$ cat src/verilog/fault_pkg.sv
/*
 * Constants, codes and types for the servo fault reaction unit.
 * Assumes a 100 MHz system clock and fault flags already qualified
 * by the power stage, the encoder logic and position supervision.
 */
// Functional notes
// - output current above 2.5x rated: record code 05, disable motor power
// - software enable without hardware enable: record code 15, remove power
// - power input overcurrent: record code 16, disable motor power
// - software limit trip outside range: code 17, stop at maximum torque
// - limit monitoring rearms itself once position is back in range
// - while an error pends, show F and two digits, refreshed each second
// - after a fault reaction stay locked until the operator acknowledges
package fault_pkg;
    // fault slots: slot index is the error number minus FIRST_CODE
    localparam int N_FAULTS = 13;
    localparam int N_OTHER = 9;
    localparam int IDX_OVERCURRENT = 0;
    localparam int IDX_OTHER_LO = 1;
    localparam int IDX_OTHER_HI = 9;
    localparam int IDX_HW_ENABLE = 10;
    localparam int IDX_INPUT_OC = 11;
    localparam int IDX_SW_LIMIT = 12;
    localparam logic [7:0] FIRST_CODE = 8'h05;
    localparam logic [7:0] NO_CODE = 8'h00;
    localparam logic [7:0] TEN = 8'h0A;
    // slots whose reaction is an immediate power disable
    localparam logic [N_FAULTS-1:0] IMMEDIATE_MASK = 13'h0FFF;
    localparam logic [N_FAULTS-1:0] PENDING_RESET = 13'h0000;
    localparam logic [N_FAULTS-1:0] NO_FAULTS = 13'h0000;
    // raw pin bundle width: overcurrent, others, enables, input oc, pos, ack
    localparam int N_RAW = 15;
    localparam logic [N_RAW-1:0] SYNC_RESET = 15'h0000;
    // display refresh timing
    localparam int CLK_PERIOD_NS = 10;
    localparam int REFRESH_PERIOD_MS = 1000;
    localparam int NS_PER_MS = 1000000;
    localparam int REFRESH_CYCLES_DEF =
        REFRESH_PERIOD_MS * (NS_PER_MS / CLK_PERIOD_NS);
    localparam int REFRESH_CNT_W = 27;
    localparam logic [REFRESH_CNT_W-1:0] REFRESH_CNT_RESET = 27'h0000000;
    localparam logic [3:0] DIGIT_RESET = 4'h0;

    typedef enum logic {
        ST_RUN = 1'b0,
        ST_LOCKED = 1'b1
    } lock_state_e;
endpackage

$ cat src/verilog/fault_if.sv
/*
 * Carrier between the fault controller and its latch bank.
 * Assumes both ends share SYS_CLK and NRST.
 */
`timescale 1ns/1ps
interface fault_if;
    import fault_pkg::*;
    logic [N_FAULTS-1:0] cause;
    logic ack;
    logic [N_FAULTS-1:0] pending;
    modport latch (input cause, input ack, output pending);
    modport ctrl (output cause, output ack, input pending);
endinterface

$ cat src/verilog/servo_fault_reaction_unit.sv
/*
 * Fault supervision and reaction for a servo amplifier, codes 05..17.
 * Assumes fault flags, enables, position flag and acknowledge come from
 * pins or other clocks and are synchronised here.
 */
`timescale 1ns/1ps
module servo_fault_reaction_unit
    import fault_pkg::*;
#(
    parameter int REFRESH_CYCLES = REFRESH_CYCLES_DEF
)
(
    input wire logic SYS_CLK,
    input wire logic NRST,
    input wire logic OVERCURRENT,
    input wire logic [N_OTHER-1:0] OTHER_FAULTS,
    input wire logic SW_ENABLE,
    input wire logic HW_ENABLE,
    input wire logic INPUT_OVERCURRENT,
    input wire logic POS_OUT_OF_RANGE,
    input wire logic ERROR_ACK,
    output logic [7:0] ERROR_CODE,
    output logic POWER_DISABLE,
    output logic MAX_TORQUE_STOP,
    output logic LOCKED,
    output logic DISP_F,
    output logic [3:0] DISP_TENS,
    output logic [3:0] DISP_ONES,
    output logic DISP_STROBE
);
    localparam logic [REFRESH_CNT_W-1:0] REFRESH_LAST =
        REFRESH_CNT_W'(REFRESH_CYCLES - 1);

    // lowest pending slot wins the code: it is also the lowest number
    function automatic logic [7:0] pick_code(logic [N_FAULTS-1:0] p);
        logic [7:0] c;
        c = NO_CODE;
        for (int i = N_FAULTS - 1; i >= 0; i--) begin
            if (p[i]) begin
                c = FIRST_CODE + 8'(i);
            end
        end
        return c;
    endfunction

    // decimal split of a two-digit code, tens in the upper nibble
    function automatic logic [7:0] to_digits(logic [7:0] c);
        logic [7:0] t;
        logic [7:0] o;
        t = c / TEN;
        o = c % TEN;
        return {t[3:0], o[3:0]};
    endfunction

    fault_if flt ();

    logic [N_RAW-1:0] raw;
    logic [N_RAW-1:0] sync1;
    logic [N_RAW-1:0] sync2;
    logic ack_d;
    logic oc_s;
    logic [N_OTHER-1:0] other_s;
    logic sw_en_s;
    logic hw_en_s;
    logic in_oc_s;
    logic pos_out_s;
    logic ack_s;
    logic ack_pulse;
    logic armed;
    logic next_armed;
    logic any_pending;
    logic immediate;
    logic next_torque_stop;
    logic [7:0] next_code;
    logic [7:0] digits;
    lock_state_e state;
    lock_state_e next_state;
    logic [REFRESH_CNT_W-1:0] refresh_cnt;
    logic [REFRESH_CNT_W-1:0] next_refresh_cnt;
    logic tick;

    // every outside level passes two flops before anything reads it
    assign raw = {ERROR_ACK, POS_OUT_OF_RANGE, INPUT_OVERCURRENT, HW_ENABLE,
                  SW_ENABLE, OTHER_FAULTS, OVERCURRENT};

    always_ff @(posedge SYS_CLK or negedge NRST) begin
        if (!NRST) begin
            sync1 <= SYNC_RESET;
            sync2 <= SYNC_RESET;
            ack_d <= 1'b0;
        end else begin
            sync1 <= raw;
            sync2 <= sync1;
            ack_d <= sync2[N_RAW-1];
        end
    end

    // unpack the synchronised bundle
    assign oc_s = sync2[0];
    assign other_s = sync2[N_OTHER:1];
    assign sw_en_s = sync2[N_OTHER+1];
    assign hw_en_s = sync2[N_OTHER+2];
    assign in_oc_s = sync2[N_OTHER+3];
    assign pos_out_s = sync2[N_OTHER+4];
    assign ack_s = sync2[N_RAW-1];
    assign ack_pulse = ack_s & ~ack_d; // one acknowledge per press

    // fault causes per slot, packed by one driver in slot order
    logic cause_oc;
    logic cause_hwen;
    logic cause_inoc;
    logic cause_limit;
    assign cause_oc = oc_s;
    assign cause_hwen = sw_en_s & ~hw_en_s;
    assign cause_inoc = in_oc_s;
    // a trip disarms monitoring, so the operator can ack while still out
    assign cause_limit = armed & pos_out_s;
    assign flt.cause = {cause_limit, cause_inoc, cause_hwen, other_s,
                        cause_oc};
    assign flt.ack = ack_pulse;

    fault_latch u_latch (
        .clk(SYS_CLK),
        .nrst(NRST),
        .f(flt.latch)
    );

    // monitoring is off while outside, back on as soon as inside
    assign next_armed = ~pos_out_s;

    // reaction selection: power disable overrides the torque stop
    assign any_pending = |flt.pending;
    assign immediate = |(flt.pending & IMMEDIATE_MASK);
    assign next_torque_stop = flt.pending[IDX_SW_LIMIT] & ~immediate;
    assign next_code = pick_code(flt.pending);

    // lock follows the latches; they only clear through an acknowledge
    always_comb begin
        next_state = state;
        unique case (state)
            ST_RUN: begin
                if (any_pending) begin
                    next_state = ST_LOCKED;
                end
            end
            ST_LOCKED: begin
                if (!any_pending) begin
                    next_state = ST_RUN;
                end
            end
        endcase
    end

    always_ff @(posedge SYS_CLK or negedge NRST) begin
        if (!NRST) begin
            armed <= 1'b1;
            state <= ST_RUN;
            LOCKED <= 1'b0;
            ERROR_CODE <= NO_CODE;
            POWER_DISABLE <= 1'b0;
            MAX_TORQUE_STOP <= 1'b0;
        end else begin
            armed <= next_armed;
            state <= next_state;
            LOCKED <= (next_state == ST_LOCKED);
            ERROR_CODE <= next_code;
            POWER_DISABLE <= immediate;
            MAX_TORQUE_STOP <= next_torque_stop;
        end
    end

    // one-second refresh; the display may lag a new code by up to a period
    assign tick = (refresh_cnt == REFRESH_LAST);
    assign next_refresh_cnt = tick ? REFRESH_CNT_RESET
                                   : refresh_cnt + REFRESH_CNT_W'(1);
    assign digits = to_digits(ERROR_CODE);

    always_ff @(posedge SYS_CLK or negedge NRST) begin
        if (!NRST) begin
            refresh_cnt <= REFRESH_CNT_RESET;
            DISP_STROBE <= 1'b0;
            DISP_F <= 1'b0;
            DISP_TENS <= DIGIT_RESET;
            DISP_ONES <= DIGIT_RESET;
        end else begin
            refresh_cnt <= next_refresh_cnt;
            DISP_STROBE <= tick;
            if (tick) begin
                DISP_F <= LOCKED;
                DISP_TENS <= digits[7:4];
                DISP_ONES <= digits[3:0];
            end
        end
    end

    AST_OC_DISABLE: assert property (
        @(posedge SYS_CLK) disable iff (!NRST)
        flt.cause[IDX_OVERCURRENT] |=> ##1 (POWER_DISABLE &&
            ERROR_CODE == FIRST_CODE))
        else $error("overcurrent did not give code 05 and disable");
    AST_HWEN_DISABLE: assert property (
        @(posedge SYS_CLK) disable iff (!NRST)
        (sw_en_s && !hw_en_s) |=> flt.pending[IDX_HW_ENABLE] ##1
            POWER_DISABLE)
        else $error("missing hardware enable did not remove power");
    AST_INOC_DISABLE: assert property (
        @(posedge SYS_CLK) disable iff (!NRST)
        in_oc_s |=> ##1 POWER_DISABLE)
        else $error("input overcurrent did not disable power");
    AST_LIMIT_STOP: assert property (
        @(posedge SYS_CLK) disable iff (!NRST)
        (flt.pending[IDX_SW_LIMIT] && !immediate) |=>
            (MAX_TORQUE_STOP && !POWER_DISABLE))
        else $error("limit trip did not stop at maximum torque");
    AST_REARM: assert property (
        @(posedge SYS_CLK) disable iff (!NRST)
        (!armed && !pos_out_s) |=> armed)
        else $error("limit monitoring not rearmed inside range");
    AST_NO_RETRIP: assert property (
        @(posedge SYS_CLK) disable iff (!NRST)
        (armed && pos_out_s) |=> (!armed && !flt.cause[IDX_SW_LIMIT]))
        else $error("limit tripped again while outside range");
    AST_STROBE_GAP: assert property (
        @(posedge SYS_CLK) disable iff (!NRST)
        DISP_STROBE |=> !DISP_STROBE [*2])
        else $error("display refreshed too often");
    AST_DISP_F: assert property (
        @(posedge SYS_CLK) disable iff (!NRST)
        DISP_STROBE |-> (DISP_F == $past(LOCKED)))
        else $error("display letter does not follow the lock");
    AST_LOCK_HOLD: assert property (
        @(posedge SYS_CLK) disable iff (!NRST)
        (LOCKED && !$past(ack_pulse)) |=> LOCKED)
        else $error("lock released without acknowledge");

    COV_OC: cover property (@(posedge SYS_CLK) disable iff (!NRST)
        $rose(POWER_DISABLE) && ERROR_CODE == FIRST_CODE);
    COV_LIMIT: cover property (@(posedge SYS_CLK) disable iff (!NRST)
        $rose(MAX_TORQUE_STOP));
    COV_UNLOCK: cover property (@(posedge SYS_CLK) disable iff (!NRST)
        $fell(LOCKED));
    COV_SHOW: cover property (@(posedge SYS_CLK) disable iff (!NRST)
        DISP_STROBE && DISP_F);
endmodule // servo_fault_reaction_unit

$ cat src/verilog/fault_latch.sv
/*
 * Sticky latch bank, one bit per fault slot.
 * Assumes cause is a synchronous level and ack a one-cycle pulse.
 */
`timescale 1ns/1ps
module fault_latch
    import fault_pkg::*;
(
    input wire logic clk,
    input wire logic nrst,
    fault_if.latch f
);
    logic [N_FAULTS-1:0] next_pending;
    logic [N_FAULTS-1:0] clear_ok;

    // a bit clears only on ack with its cause gone; a set always wins
    assign clear_ok = {N_FAULTS{f.ack}} & ~f.cause;
    assign next_pending = (f.pending & ~clear_ok) | f.cause;

    always_ff @(posedge clk or negedge nrst) begin
        if (!nrst) begin
            f.pending <= PENDING_RESET;
        end else begin
            f.pending <= next_pending;
        end
    end

    logic [N_FAULTS-1:0] keep;
    assign keep = f.pending & ~clear_ok;

    AST_LATCH_HOLD: assert property (
        @(posedge clk) disable iff (!nrst)
        1'b1 |=> ((f.pending & $past(keep)) == $past(keep)))
        else $error("latched fault lost without acknowledge");
    AST_LATCH_SET: assert property (
        @(posedge clk) disable iff (!nrst)
        1'b1 |=> ((f.pending & $past(f.cause)) == $past(f.cause)))
        else $error("fault cause not latched");
endmodule // fault_latch

$ cat config.mk
export PLATFORM = sky130hd
export DESIGN_NAME = servo_fault_reaction_unit
export DESIGN_NICKNAME = d
export VERILOG_FILES = /design/src/verilog/fault_pkg.sv /design/src/verilog/fault_if.sv /design/src/verilog/servo_fault_reaction_unit.sv /design/src/verilog/fault_latch.sv
export SDC_FILE = /design/constraint.sdc
export NUM_CORES = 1
export LEC_CHECK = 0
export BUFFER_PORTS_ARGS = -buffer_cell sky130_fd_sc_hd__buf_2
export CELL_PAD_IN_SITES_DETAIL_PLACEMENT = 1
export CELL_PAD_IN_SITES_GLOBAL_PLACEMENT = 1
export CORE_MARGIN = 2
export CORE_UTILIZATION = 40
export CTS_BUF_LIST = sky130_fd_sc_hd__clkbuf_16
export DETAILED_ROUTE_END_ITERATION = 6
export PLACE_DENSITY_LB_ADDON = 0.12
export REMOVE_ABC_BUFFERS = 1
export SLEW_MARGIN = 20
export SYNTH_ARGS = -nofsm -noshare
export SYNTH_HDL_FRONTEND = slang
export SYNTH_HIERARCHICAL = 1
export SYNTH_SLANG_ARGS = --single-unit
export TNS_END_PERCENT = 50
$ cat constraint.sdc
create_clock -name SYS_CLK -period 2 [get_ports SYS_CLK]
set_input_delay 0.5 -clock SYS_CLK [delete_from_list [all_inputs] [get_ports SYS_CLK]]
set_output_delay 0.5 -clock SYS_CLK [all_outputs]
set_load 0.01 [all_outputs]
; Word-level counts from Yosys, hierarchy flattened
; Index checks and enable logic that the tools add are counted.
; W data, S select, Z words.
[totals]
ramBits = 0
reg_bits = 93
memories = 0
latchBits = 0
romBits = 0
[op_classes]
bitwise_logic = 13
n_mul = 0
add_sub_neg = 1
n_lt_le_gt_ge = 0
shift = 0
div = 2
eq_ne = 1
reduce_logical = 2
mux = 15
[op_table]
columns = op, n
row1 = $mux W8, 10
row2 = $add A27 B1 Y27 const B, 1
row3 = $eq A27 B27 Y1 const B, 1
row4 = $mux W27, 1
row5 = $and A13 B13 Y13, 2
row6 = $not A13 Y13, 2
row7 = $mux W5, 3
row8 = $or A13 B13 Y13, 1
row9 = $reduce_or A13 Y1, 1
row10 = $reduce_or A12 Y1, 1
row11 = $div A8 B4 Y8 const B, 1
row12 = $mod A8 B4 Y8 const B, 1
row13 = $and A1 B1 Y1, 4
row14 = $not A1 Y1, 4
row15 = $mux W1, 1

; Longest topological paths before layout
; Gate-level depths: netlist (run 1).
[depth]
depth_word = 13
depth_mapped = 8
ltp_nobuf = 6

; Cells and area by module
; Netlist (run 1), hierarchy kept.
[modules_own_cells]
columns = module, cells_each, n_inst, area_each_um2
row1 = servo_fault_reaction_unit, 253, 1, 2936.6
row2 = fault_latch, 28, 1, 441.7

; Worst setup path before layout (run 1)
; No wires, ideal clock.
[synth_path]
path_kind = flip-flop to flip-flop
from = register refresh_cnt[0]
to = register DISP_ONES[1]
setup_ns = 0.118
n_path_buf = 2
required_time_ns = 1.882
t_arrival_ns = 1.853
setup_slack_ns = 0.028
path_stages_with_launch = 8
cell_sequence = dfrtp_1 ha_1 nand3_2 or2_0 clkbuf_2 or4_4 buf_6 a21o_1
[synth_between]
elab_chain_cells = 1
[synth_rtl]
columns = element, line
row1 = from (decl), servo_fault_reaction_unit.sv:78  ; logic [REFRESH_CNT_W-1:0] refresh_cnt;
row2 = from (signal assigned), servo_fault_reaction_unit.sv:186  ; refresh_cnt <= next_refresh_cnt;
row3 = $eq A27 B27 Y1, servo_fault_reaction_unit.sv:173  ; assign tick = (refresh_cnt == REFRESH_LAST);
row4 = to (signal assigned), servo_fault_reaction_unit.sv:191  ; DISP_ONES <= digits[3:0];
row5 = to (decl), servo_fault_reaction_unit.sv:28  ; output logic [3:0] DISP_ONES,
; No other way between the ends.
; A chain may end at the register's enable or synchronous reset.

; Final worst setup path (run 1)
[layout_path]
from = register refresh_cnt[0]
to = register refresh_cnt[22]
[layout_between]
elab_chain_cells = 2
word_cells_on_any_way = 3
[layout_rtl]
columns = element, line
row1 = $add A27 B1 Y27 or $eq A27 B27 Y1 (tied branches), "servo_fault_reaction_unit.sv:175, servo_fault_reaction_unit.sv:173"
row2 = $mux W27 *, servo_fault_reaction_unit.sv:174  ; assign next_refresh_cnt = tick ? REFRESH_CNT_RESET
row3 = net next_refresh_cnt[22], servo_fault_reaction_unit.sv:79  ; logic [REFRESH_CNT_W-1:0] next_refresh_cnt;
; The timed path passes the listed nets; every way through them passes the cells marked *.

==> reports/qor.csv, run 1 <==
metric,value,unit
drtIter0Drc,68,
cts_made_buffers,9,
maxCapViolCount,0,
finClkSkew,0.00663,ns
finalCritPeriodShare,96.5,%
grt.busiest_layer,met2,
place_area,3730,um2
r2r-end,refresh_cnt[22],
drcViolationCount,0,
clkSinkCount,88,
power,3.55,mW
wl,6500,um
antenna-diode-count,0,
post-place-ws,0.0102,ns
leakagePower,1.92,nW
num_io_pins,38,
yosys_register_bits,88,
hold_viol,0,
yosys-top-cells-count,"dfrtp_1 (87), nor2_1 (32), nand2_1 (18)",
grtUsageMet3,3.05,%
rr_worst_depth,6,
synthToLayoutAreaGrowth,20.7,%
antenna_left,0,
synth_top_area_share,64.4,%
synth_ff_type,dfrtp_1,
layout-drive-gt1-share,24.5,%
synth_area_leaders,"dfrtp_1 (64%), nor2_1 (3.6%), a21o_1 (3.1%)",
clockBufferDepth,2,
final_nets,352,
via_per_inst,4.97,
path_cells,"ha_4, nand3_2, or2_4, or4_4, buf_12, and2_1",
finish.instance_area,4080,um2
fmax,518,MHz
ys_warn_count,6,
drv_slew,0,
netlist_area,3380,um2
stdcell_count,444,
required,2.23,ns
end_kind,register,
htreeDepth,3,
powerDensity,871,nW/um2
die_h,95.9,um
ys_seq_area_share,65.2,%
die_x,95.9,um
hold_path.class,in2async,
crit_arrival,2.16,ns
synth_cells,281,
insertion_delay,0.34,ns
grt.total_usage,16.0,%
grt_pass1_wl,11000,um
cp_slowest_stage_delay,0.56,ns
dp.cells,425,
globalRoute.totalOverflow,0,
slowest_stage,or4_4,
synth.most_common_cell,dfrtp_1,
rows,33,
n_fill_cell,887,
syn_area_per_cell,12.0,um2
setup_viol_count_final,0,
dp_hpwl,4430,um
r2r_start,refresh_cnt[0],
grt_pass1_vias,2300,
criticalPathCategory,reg2reg,
use_met2,26.5,%
cts_tree,built,
clkTransAtPathRegs,0.07,ns
status,completed,
cp_max_fo,7,
r2r_slack,0.07,ns
design.core.area,8220,um2
antenna_found_initial,0,
synth_cell_types,47,
fin_util,49.6,%
gp_congestion,0.793,
grt_max_degree,48,
cts_root_buffer,clkbuf_16,
die_area,9200,um2
yosysTopAreaCell,dfrtp_1,
synth_edf_count,0,
io_buffers,32,
drt_pass1_iterations,4,
wl_per_cell,14.6,um
cp-start-kind,register,
ys_async_sr_fraction,100,%
globalRouteMet1Util,20.7,%
period_needed,1.93,ns
via_count,2207,
peakVddDrop,0.589,mV
start_util,41.1,%
setup_slack,0.0710,ns
==> area by class of cell <==
cell class,count,area (um2),area share [%]
Multi-Input combinational cell,176,1100,27.1
Sequential cell,88,2200,54.0
Clock inverter,7,55.1,1.35
Timing Repair Buffer,50,327,8.01
Clock buffer,9,225,5.52
Inverter,9,33.8,0.828
Tap cell,105,131,3.22
==> registers in the layout, indices dropped and copies added, names as in the netlist <==
name	count
refresh_cnt	27
sync1	15
sync2	15
u_latch/f.pending	13
ERROR_CODE	5
DISP_ONES	4
DISP_TENS	2
DISP_F	1
DISP_STROBE	1
MAX_TORQUE_STOP	1
POWER_DISABLE	1
ack_d	1
armed	1
state	1
==> cells by family (layout without fill, tap and decap cells) <==
family	count (synthesis)	after routing	share of synthesized area, %
mux	3	3	0.963
flops	88	88	65.2
xor+xnor	22	22	5.70
fa+ha+maj	1	1	0.370
other cells	1	5	0.111
compound gates	40	40	7.96
simple gates	105	105	16.1
buf+inv	21	75	3.52
==> placed cells by master (no fill, tap or decap), types with 6 or more instances in the layout <==
cell type | synthesis | routed
nand3_1 | 10 | 10
xnor2_1 | 10 | 10
nand2_1 | 18 | 18
dfrtp_1 | 87 | 87
inv_1 | 8 | 9
a21o_1 | 14 | 14
nand4_1 | 6 | 6
nor2_1 | 32 | 32
nor3_1 | 6 | 6
nor4_1 | 7 | 6
buf_4 | 6 | 16
buf_2 | 1 | 31
clkbuf_16 | 0 | 9
xor2_1 | 12 | 12
nor2b_1 | 7 | 7
==> critical path, delay by kind of cell, from the launching register on <==
family	cells	cell delay [ns]
fa+ha+maj	1	0.17
simple gates	4	1.05
flops	1	0.43
buf+inv	1	0.16
==> routing by layer <==
metal,part of all wire [%],wire [um]
met1,46,3010
met2,49,3200
met3,2.5,162
met4,2.0,131
met5,0,0
==> where the power goes <==
part	leakage [nW]	internal, mW	switching, mW
Combinational	0.713	0.0424	0.0633
Sequential	1.07	1.84	0.0350
Clock	0.132	0.855	0.723
==> how the worst max path moves through the flow <==
stage	start	to	slack, ns	cells after the start
final	refresh_cnt[0]	refresh_cnt[22]	0.07	6
after global routing	refresh_cnt[0]	DISP_TENS[1]	-0.02	7
after CTS	refresh_cnt[0]	refresh_cnt[22]	0.01	6
after detailed placement	refresh_cnt[0]	DISP_ONES[1]	0.01	6
after global placement	refresh_cnt[0]	DISP_ONES[1]	0.11	6
after floorplan	refresh_cnt[0]	DISP_F	-0.08	5
==> per-stage QoR <==
step | TNS [ns] | hold WS (ns)
after floorplan | -0.161 | 0.204
after global placement | 0 | 0.332
after detailed placement | 0 | 0.336
after CTS | 0 | 0.0709
after global routing | -0.0405 | 0.0883
final | 0 | 0.0685
==> timing repair <==
item | in CTS | in global routing
setup endpoints to repair | 1 | 7
hold buffers | 0 | 0
pin swaps | 1 | 2
resized for setup | 3 | 5
setup buffers | 2 | 1
Note: power is estimated with default switching activity, not from simulation.
==> inputs of run 2 (changes only) <==
--- a/config.mk
+++ b/config.mk
@@ -9,7 +9,7 @@
 export CELL_PAD_IN_SITES_DETAIL_PLACEMENT = 1
 export CELL_PAD_IN_SITES_GLOBAL_PLACEMENT = 1
 export CORE_MARGIN = 2
-export CORE_UTILIZATION = 40
+export CORE_UTILIZATION = 42
 export CTS_BUF_LIST = sky130_fd_sc_hd__clkbuf_16
 export DETAILED_ROUTE_END_ITERATION = 6
 export PLACE_DENSITY_LB_ADDON = 0.12
==> run 2 against run 1 <==
Against the previous run:
- first-iteration DRC count rose by 31%
- register-to-register slack improved by 0.03 ns
- non-clock buffer count rose by 5
- highest routed layer unchanged
- final cell count rose by 0.45%
- sequential power barely moved
- clock-buffer cell count did not move
- largest power group unchanged
- total power rose by 2.3%
- routed wire length rose by 5.4%
==> reports/qor.csv, run 2 (same netlist as run 1, synthesis figures left out) <==
metric,value,unit,change
end_kind,register,,
reg.largest.list,"refresh_cnt (27), sync1 (15), sync2 (15)",,
wl,6850,um,+5.4%
clkTransAtPathRegs,0.06,ns,about the same
synthToLayoutAreaGrowth,21.7,%,
grt_pass1_wl,11500,um,+4.0%
grt_pass1_vias,2369,,+3.0%
maxCapViolCount,0,,unchanged
peakVddDrop,0.487,mV,-17%
htreeDepth,3,,unchanged
via_count,2275,,+3.1%
finClkSkew,0.00697,ns,+0.000338 ns
largest_reg_flops,27,,unchanged
r2r-end,refresh_cnt[22],,
die_area,8780,um2,-4.6%
crit_arrival,2.12,ns,-0.04 ns
globalRoute.totalOverflow,0,,unchanged
finalCritPeriodShare,94.8,%,-1.7 points
drtIter0Drc,89,,+31%
design.core.area,7770,um2,-5.5%
insertion_delay,0.33,ns,about the same
layout-drive-gt1-share,25.3,%,+0.81 points
period_needed,1.90,ns,-0.0338 ns
dp_hpwl,4620,um,+4.3%
wl_per_cell,15.4,um,+4.9%
grt_max_degree,89,,+85%
via_per_inst,5.10,,+2.6%
clkSinkCount,88,,unchanged
post-place-ws,0.0206,ns,+0.0104 ns
layout_common_cells,"dfrtp_1 (87), nor2_1 (31), buf_2 (31)",,
die_h,93.7,um,-2.3%
rows,32,,-3.0%
drt_pass1_iterations,5,,+1
cts_tree,built,,
cts_made_buffers,9,,unchanged
criticalPathCategory,reg2reg,,
regMostFlops,refresh_cnt,,
required,2.22,ns,about the same
r2r_slack,0.10,ns,+0.03 ns
drv_slew,0,,unchanged
antenna_left,0,,unchanged
antenna_found_initial,0,,unchanged
cp_max_fo,6,,-1
powerDensity,884,nW/um2,+1.5%
r2r_start,refresh_cnt[25],,
rr_worst_depth,6,,unchanged
io_buffers,32,,unchanged
gp_congestion,0.852,,+7.4%
grt.total_usage,17.1,%,+1.1 points
antenna-diode-count,0,,unchanged
cts_root_buffer,clkbuf_16,,
num_io_pins,38,,unchanged
setup_viol_count_final,0,,unchanged
final_common_cell,dfrtp_1,,
start_util,43.5,%,+2.4 points
fin_util,52.9,%,+3.3 points
leakagePower,1.94,nW,+1.2%
hold_path.class,in2async,,
status,completed,,
die_x,93.7,um,-2.3%
drcViolationCount,0,,unchanged
setup_slack,0.105,ns,+0.0338 ns
final_nets,357,,+1.4%
cp-start-kind,register,,
fmax,528,MHz,+1.8%
hold_viol,0,,unchanged
clockBufferDepth,2,,unchanged
[run 2: what timing repair did]
action                                  in CTS  in global routing
hold buffers                                 0                  0
setup buffers                                3                  1
pin swaps                                    1                  2
gates resized for setup                      4                  6
gates cloned                                 0                  0
endpoints found under the setup margin       1                  7
[run 2: area by class of cell]
class / instances / area, um2
fill: 852 / 3650
sequential: 88 / 2200
multi-input combinational: 176 / 1100
timing repair buffer: 55 / 352
clock buffer: 9 / 225
tap: 102 / 128
clock inverter: 7 / 70.1
inverter: 9 / 33.8
[run 2: worst max-delay path by stage]
| stage | startpoint | end | slack [ns] | depth (start not counted) |
|---|---|---|---|---|
| 6_report | refresh_cnt[25] | refresh_cnt[22] | 0.10 | 6 |
| 5_1_grt | refresh_cnt[0] | refresh_cnt[26] | -0.0002 | 6 |
| 4_1_cts | refresh_cnt[1] | refresh_cnt[22] | 0.008 | 6 |
| 3_5_place_dp | refresh_cnt[1] | DISP_ONES[1] | 0.02 | 6 |
| 3_3_place_gp | refresh_cnt[1] | DISP_ONES[1] | 0.12 | 6 |
| 2_1_floorplan | refresh_cnt[0] | DISP_F | -0.08 | 5 |
[run 2: through the flow]
step	hold WS (ns)	setup TNS [ns]	total power [mW]	instances	cell area (um2)
after CTS	0.217	0	3.68	445	4070
after floorplan	0.204	-0.161	1.94	273	3310
after global routing	0.240	-0.000161	3.77	446	4110
after detailed placement	0.336	0	2.01	426	3750
final	0.156	0	3.64	446	4110
after global placement	0.331	0	2.01	426	3750
[run 2: metal layers]
| metal | part of all wire, % | track usage, % | vias to the layer above |
|---|---|---|---|
| met5 | 0 | 0 | - |
| met4 | 1.8 | 7.61 | 0 |
| met3 | 3.7 | 3.29 | 16 |
| met2 | 50 | 29.0 | 53 |
| met1 | 45 | 21.3 | 1138 |
| li1 | - | - | 1068 |
[run 2: report_power, final]
group / internal, mW / total [mW] / switching, mW
Clock: 0.968 / 1.66 / 0.693
Sequential: 1.84 / 1.87 / 0.0370
Combinational: 0.0412 / 0.103 / 0.0616
[run 2: worst max-delay path: stages (launching register included)]
cell,delay [ns]
dfrtp_1,0.39
nor4bb_2,0.30
buf_4,0.16
nand2_1,0.04
or4_4,0.59
buf_6,0.16
and2_1,0.13
==> inputs of run 3 (changes only) <==
--- a/config.mk
+++ b/config.mk
@@ -8,7 +8,7 @@
 export BUFFER_PORTS_ARGS = -buffer_cell sky130_fd_sc_hd__buf_2
 export CELL_PAD_IN_SITES_DETAIL_PLACEMENT = 1
 export CELL_PAD_IN_SITES_GLOBAL_PLACEMENT = 1
-export CORE_MARGIN = 2
+export CORE_MARGIN = 10
 export CORE_UTILIZATION = 42
 export CTS_BUF_LIST = sky130_fd_sc_hd__clkbuf_16
 export DETAILED_ROUTE_END_ITERATION = 6
==> run 3 against run 2 <==
Against the previous run:
- sequential cell count unchanged
- sequential power about the same
- global-route usage decreased by 4.2 points
==> reports/qor.csv, run 3 (same netlist as run 1, synthesis figures left out) <==
metric,value,unit,change
switching_share,21.9,%,+0.15 points
die_h,110,um,+17%
peakVddDrop,0.512,mV,+5.2%
path_cells,"ha_4, nand3_2, or4_1, or2_2, xor2_1, nor2_1",,
setup_viol_count_final,0,,unchanged
io_buffers,32,,unchanged
finalCritPeriodShare,95.0,%,+0.25 points
htreeDepth,3,,unchanged
setup_slack,0.0997,ns,-0.00500 ns
grt_pass1_vias,2410,,+1.7%
post-place-ws,0.0497,ns,+0.0291 ns
globalRoute.totalOverflow,0,,unchanged
maxCapViolCount,0,,unchanged
grt_max_degree,33,,-63%
antenna_found_initial,0,,unchanged
rows,32,,unchanged
fmax,526,MHz,-0.26%
leakagePower,1.93,nW,-0.25%
design.core.area,7770,um2,unchanged
num_io_pins,38,,unchanged
clkPwrFrac,45.9,%,+0.2 points
cts-resized-gates,0,,-4
clkTransAtPathRegs,0.07,ns,about the same
drt_pass1_iterations,4,,-1
criticalPathCategory,reg2reg,,
period_needed,1.90,ns,+0.00500 ns
antenna_left,0,,unchanged
end_kind,register,,
drcViolationCount,0,,unchanged
cp_max_fo,3,,-3
cts_setup_buffers,0,,-3
clockBufferDepth,2,,unchanged
hold_path.class,in2async,,
start_util,43.5,%,unchanged
die_x,110,um,+17%
clkSinkCount,88,,unchanged
via_per_inst,5.05,,-1.0%
regMostFlops,refresh_cnt,,
required,2.25,ns,+0.03 ns
wl,7070,um,+3.3%
n_fill_cell,849,,-0.35%
crit_start,refresh_cnt[1],,
powerDensity,896,nW/um2,+1.3%
synthToLayoutAreaGrowth,21.2,%,
crit_arrival,2.15,ns,+0.03 ns
drv_slew,0,,unchanged
p_seq_share,51.1,%,-0.4 points
reg.largest.list,"refresh_cnt (27), sync1 (15), sync2 (15)",,
cp_slowest_stage_delay,0.57,ns,-0.02 ns
p_int,2.86,mW,+0.66%
finish.instance_area,4090,um2,-0.46%
grt.total_usage,12.9,%,-4.2 points
rr_worst_depth,6,,unchanged
cts_root_buffer,clkbuf_16,,
layout-drive-gt1-share,24.1,%,-1.2 points
layout_common_cells,"dfrtp_1 (87), nor2_1 (32), buf_2 (31)",,
switchingPower,0.803,mW,+1.5%
gp_congestion,0.823,,-3.4%
antenna-diode-count,0,,unchanged
cts_made_buffers,9,,unchanged
final_nets,353,,-1.1%
hold_buffers,0,,unchanged
insertion_delay,0.33,ns,about the same
finClkSkew,0.00574,ns,-0.00123 ns
power_frac_comb,3.0,%,+0.2 points
wl_per_cell,16.0,um,+4.2%
drtIter0Drc,53,,-40%
crit_end,refresh_cnt[18],,
r2r-end,refresh_cnt[18],,
via_count,2232,,-1.9%
place_area,3770,um2,+0.33%
hold_viol,0,,unchanged
fin_setup_tns,0,ns,unchanged
cp-start-kind,register,,
r2r_start,refresh_cnt[1],,
cts_tree,built,,
slowest_stage,or4_1,,
dp_hpwl,5080,um,+9.7%
largest_reg_flops,27,,unchanged
grt_pass1_wl,12100,um,+5.5%
die_area,12000,um2,+37%
final_common_cell,dfrtp_1,,
status,completed,,
r2r_slack,0.1,ns,about the same
hold_ws,0.103,ns,-0.0529 ns
-- run 3: changes by cell type in the layout (fill, tap and decap cells not counted), sizes merged --
cell | before | now
buf | 55 | 51
clkinvlp | 2 | 1
clkinv | 2 | 1
inv | 11 | 13
-- run 3: power by group through the flow --
stage               combinational, mW  clock [mW]  sequential [mW]
detailed placement              0.113           0             1.91
floorplan                      0.0399           0             1.90
CTS                             0.113        1.74             1.87
global placement                0.108           0             1.90
global route                    0.126        1.82             1.88
finish                          0.110        1.68             1.87
-- run 3: cell type report --
type	instances	area (um2)	share of cell area [%]
Sequential cell	88	2200	53.8
Multi-Input combinational cell	176	1090	26.7
Timing Repair Buffer	51	330	8.07
Clock inverter	7	78.8	1.93
Inverter	9	33.8	0.825
Tap cell	102	128	3.12
Clock buffer	9	225	5.50
-- run 3: metal layers --
metal	vias up	part of all wire [%]	track usage, %
met5	-	0	0
met4	0	1.0	5.02
met3	6	4.4	3.69
met2	33	50	20.7
met1	1133	44	16.3
li1	1060	-	-
-- run 3: worst min path at each step --
stage,to,slack [ns],cells after the start,start
2_1_floorplan,DISP_F,0.20,0,NRST
3_3_place_gp,sync2[2],0.33,0,sync1[2]
3_5_place_dp,sync2[10],0.34,0,sync1[10]
4_1_cts,state,0.11,1,NRST
5_1_grt,state,0.12,1,NRST
6_report,DISP_ONES[3],0.10,1,NRST
-- run 3: critical path: cells and delay by family, from the launching register on --
family / cells / cell delay (ns)
xor+xnor: 1 / 0.14
fa+ha+maj: 1 / 0.17
flops: 1 / 0.42
simple gates: 4 / 1.10
-- run 3: metrics by stage --
| step | power [mW] | utilization, % | std cells |
|---|---|---|---|
| 2_1_floorplan | 1.94 | - | 273 |
| 3_3_place_gp | 2.01 | 48.5 | 426 |
| 3_5_place_dp | 2.02 | 48.5 | 426 |
| 4_1_cts | 3.72 | 52.4 | 442 |
| 5_1_grt | 3.83 | 52.7 | 442 |
| 6_report | 3.67 | 52.7 | 442 |
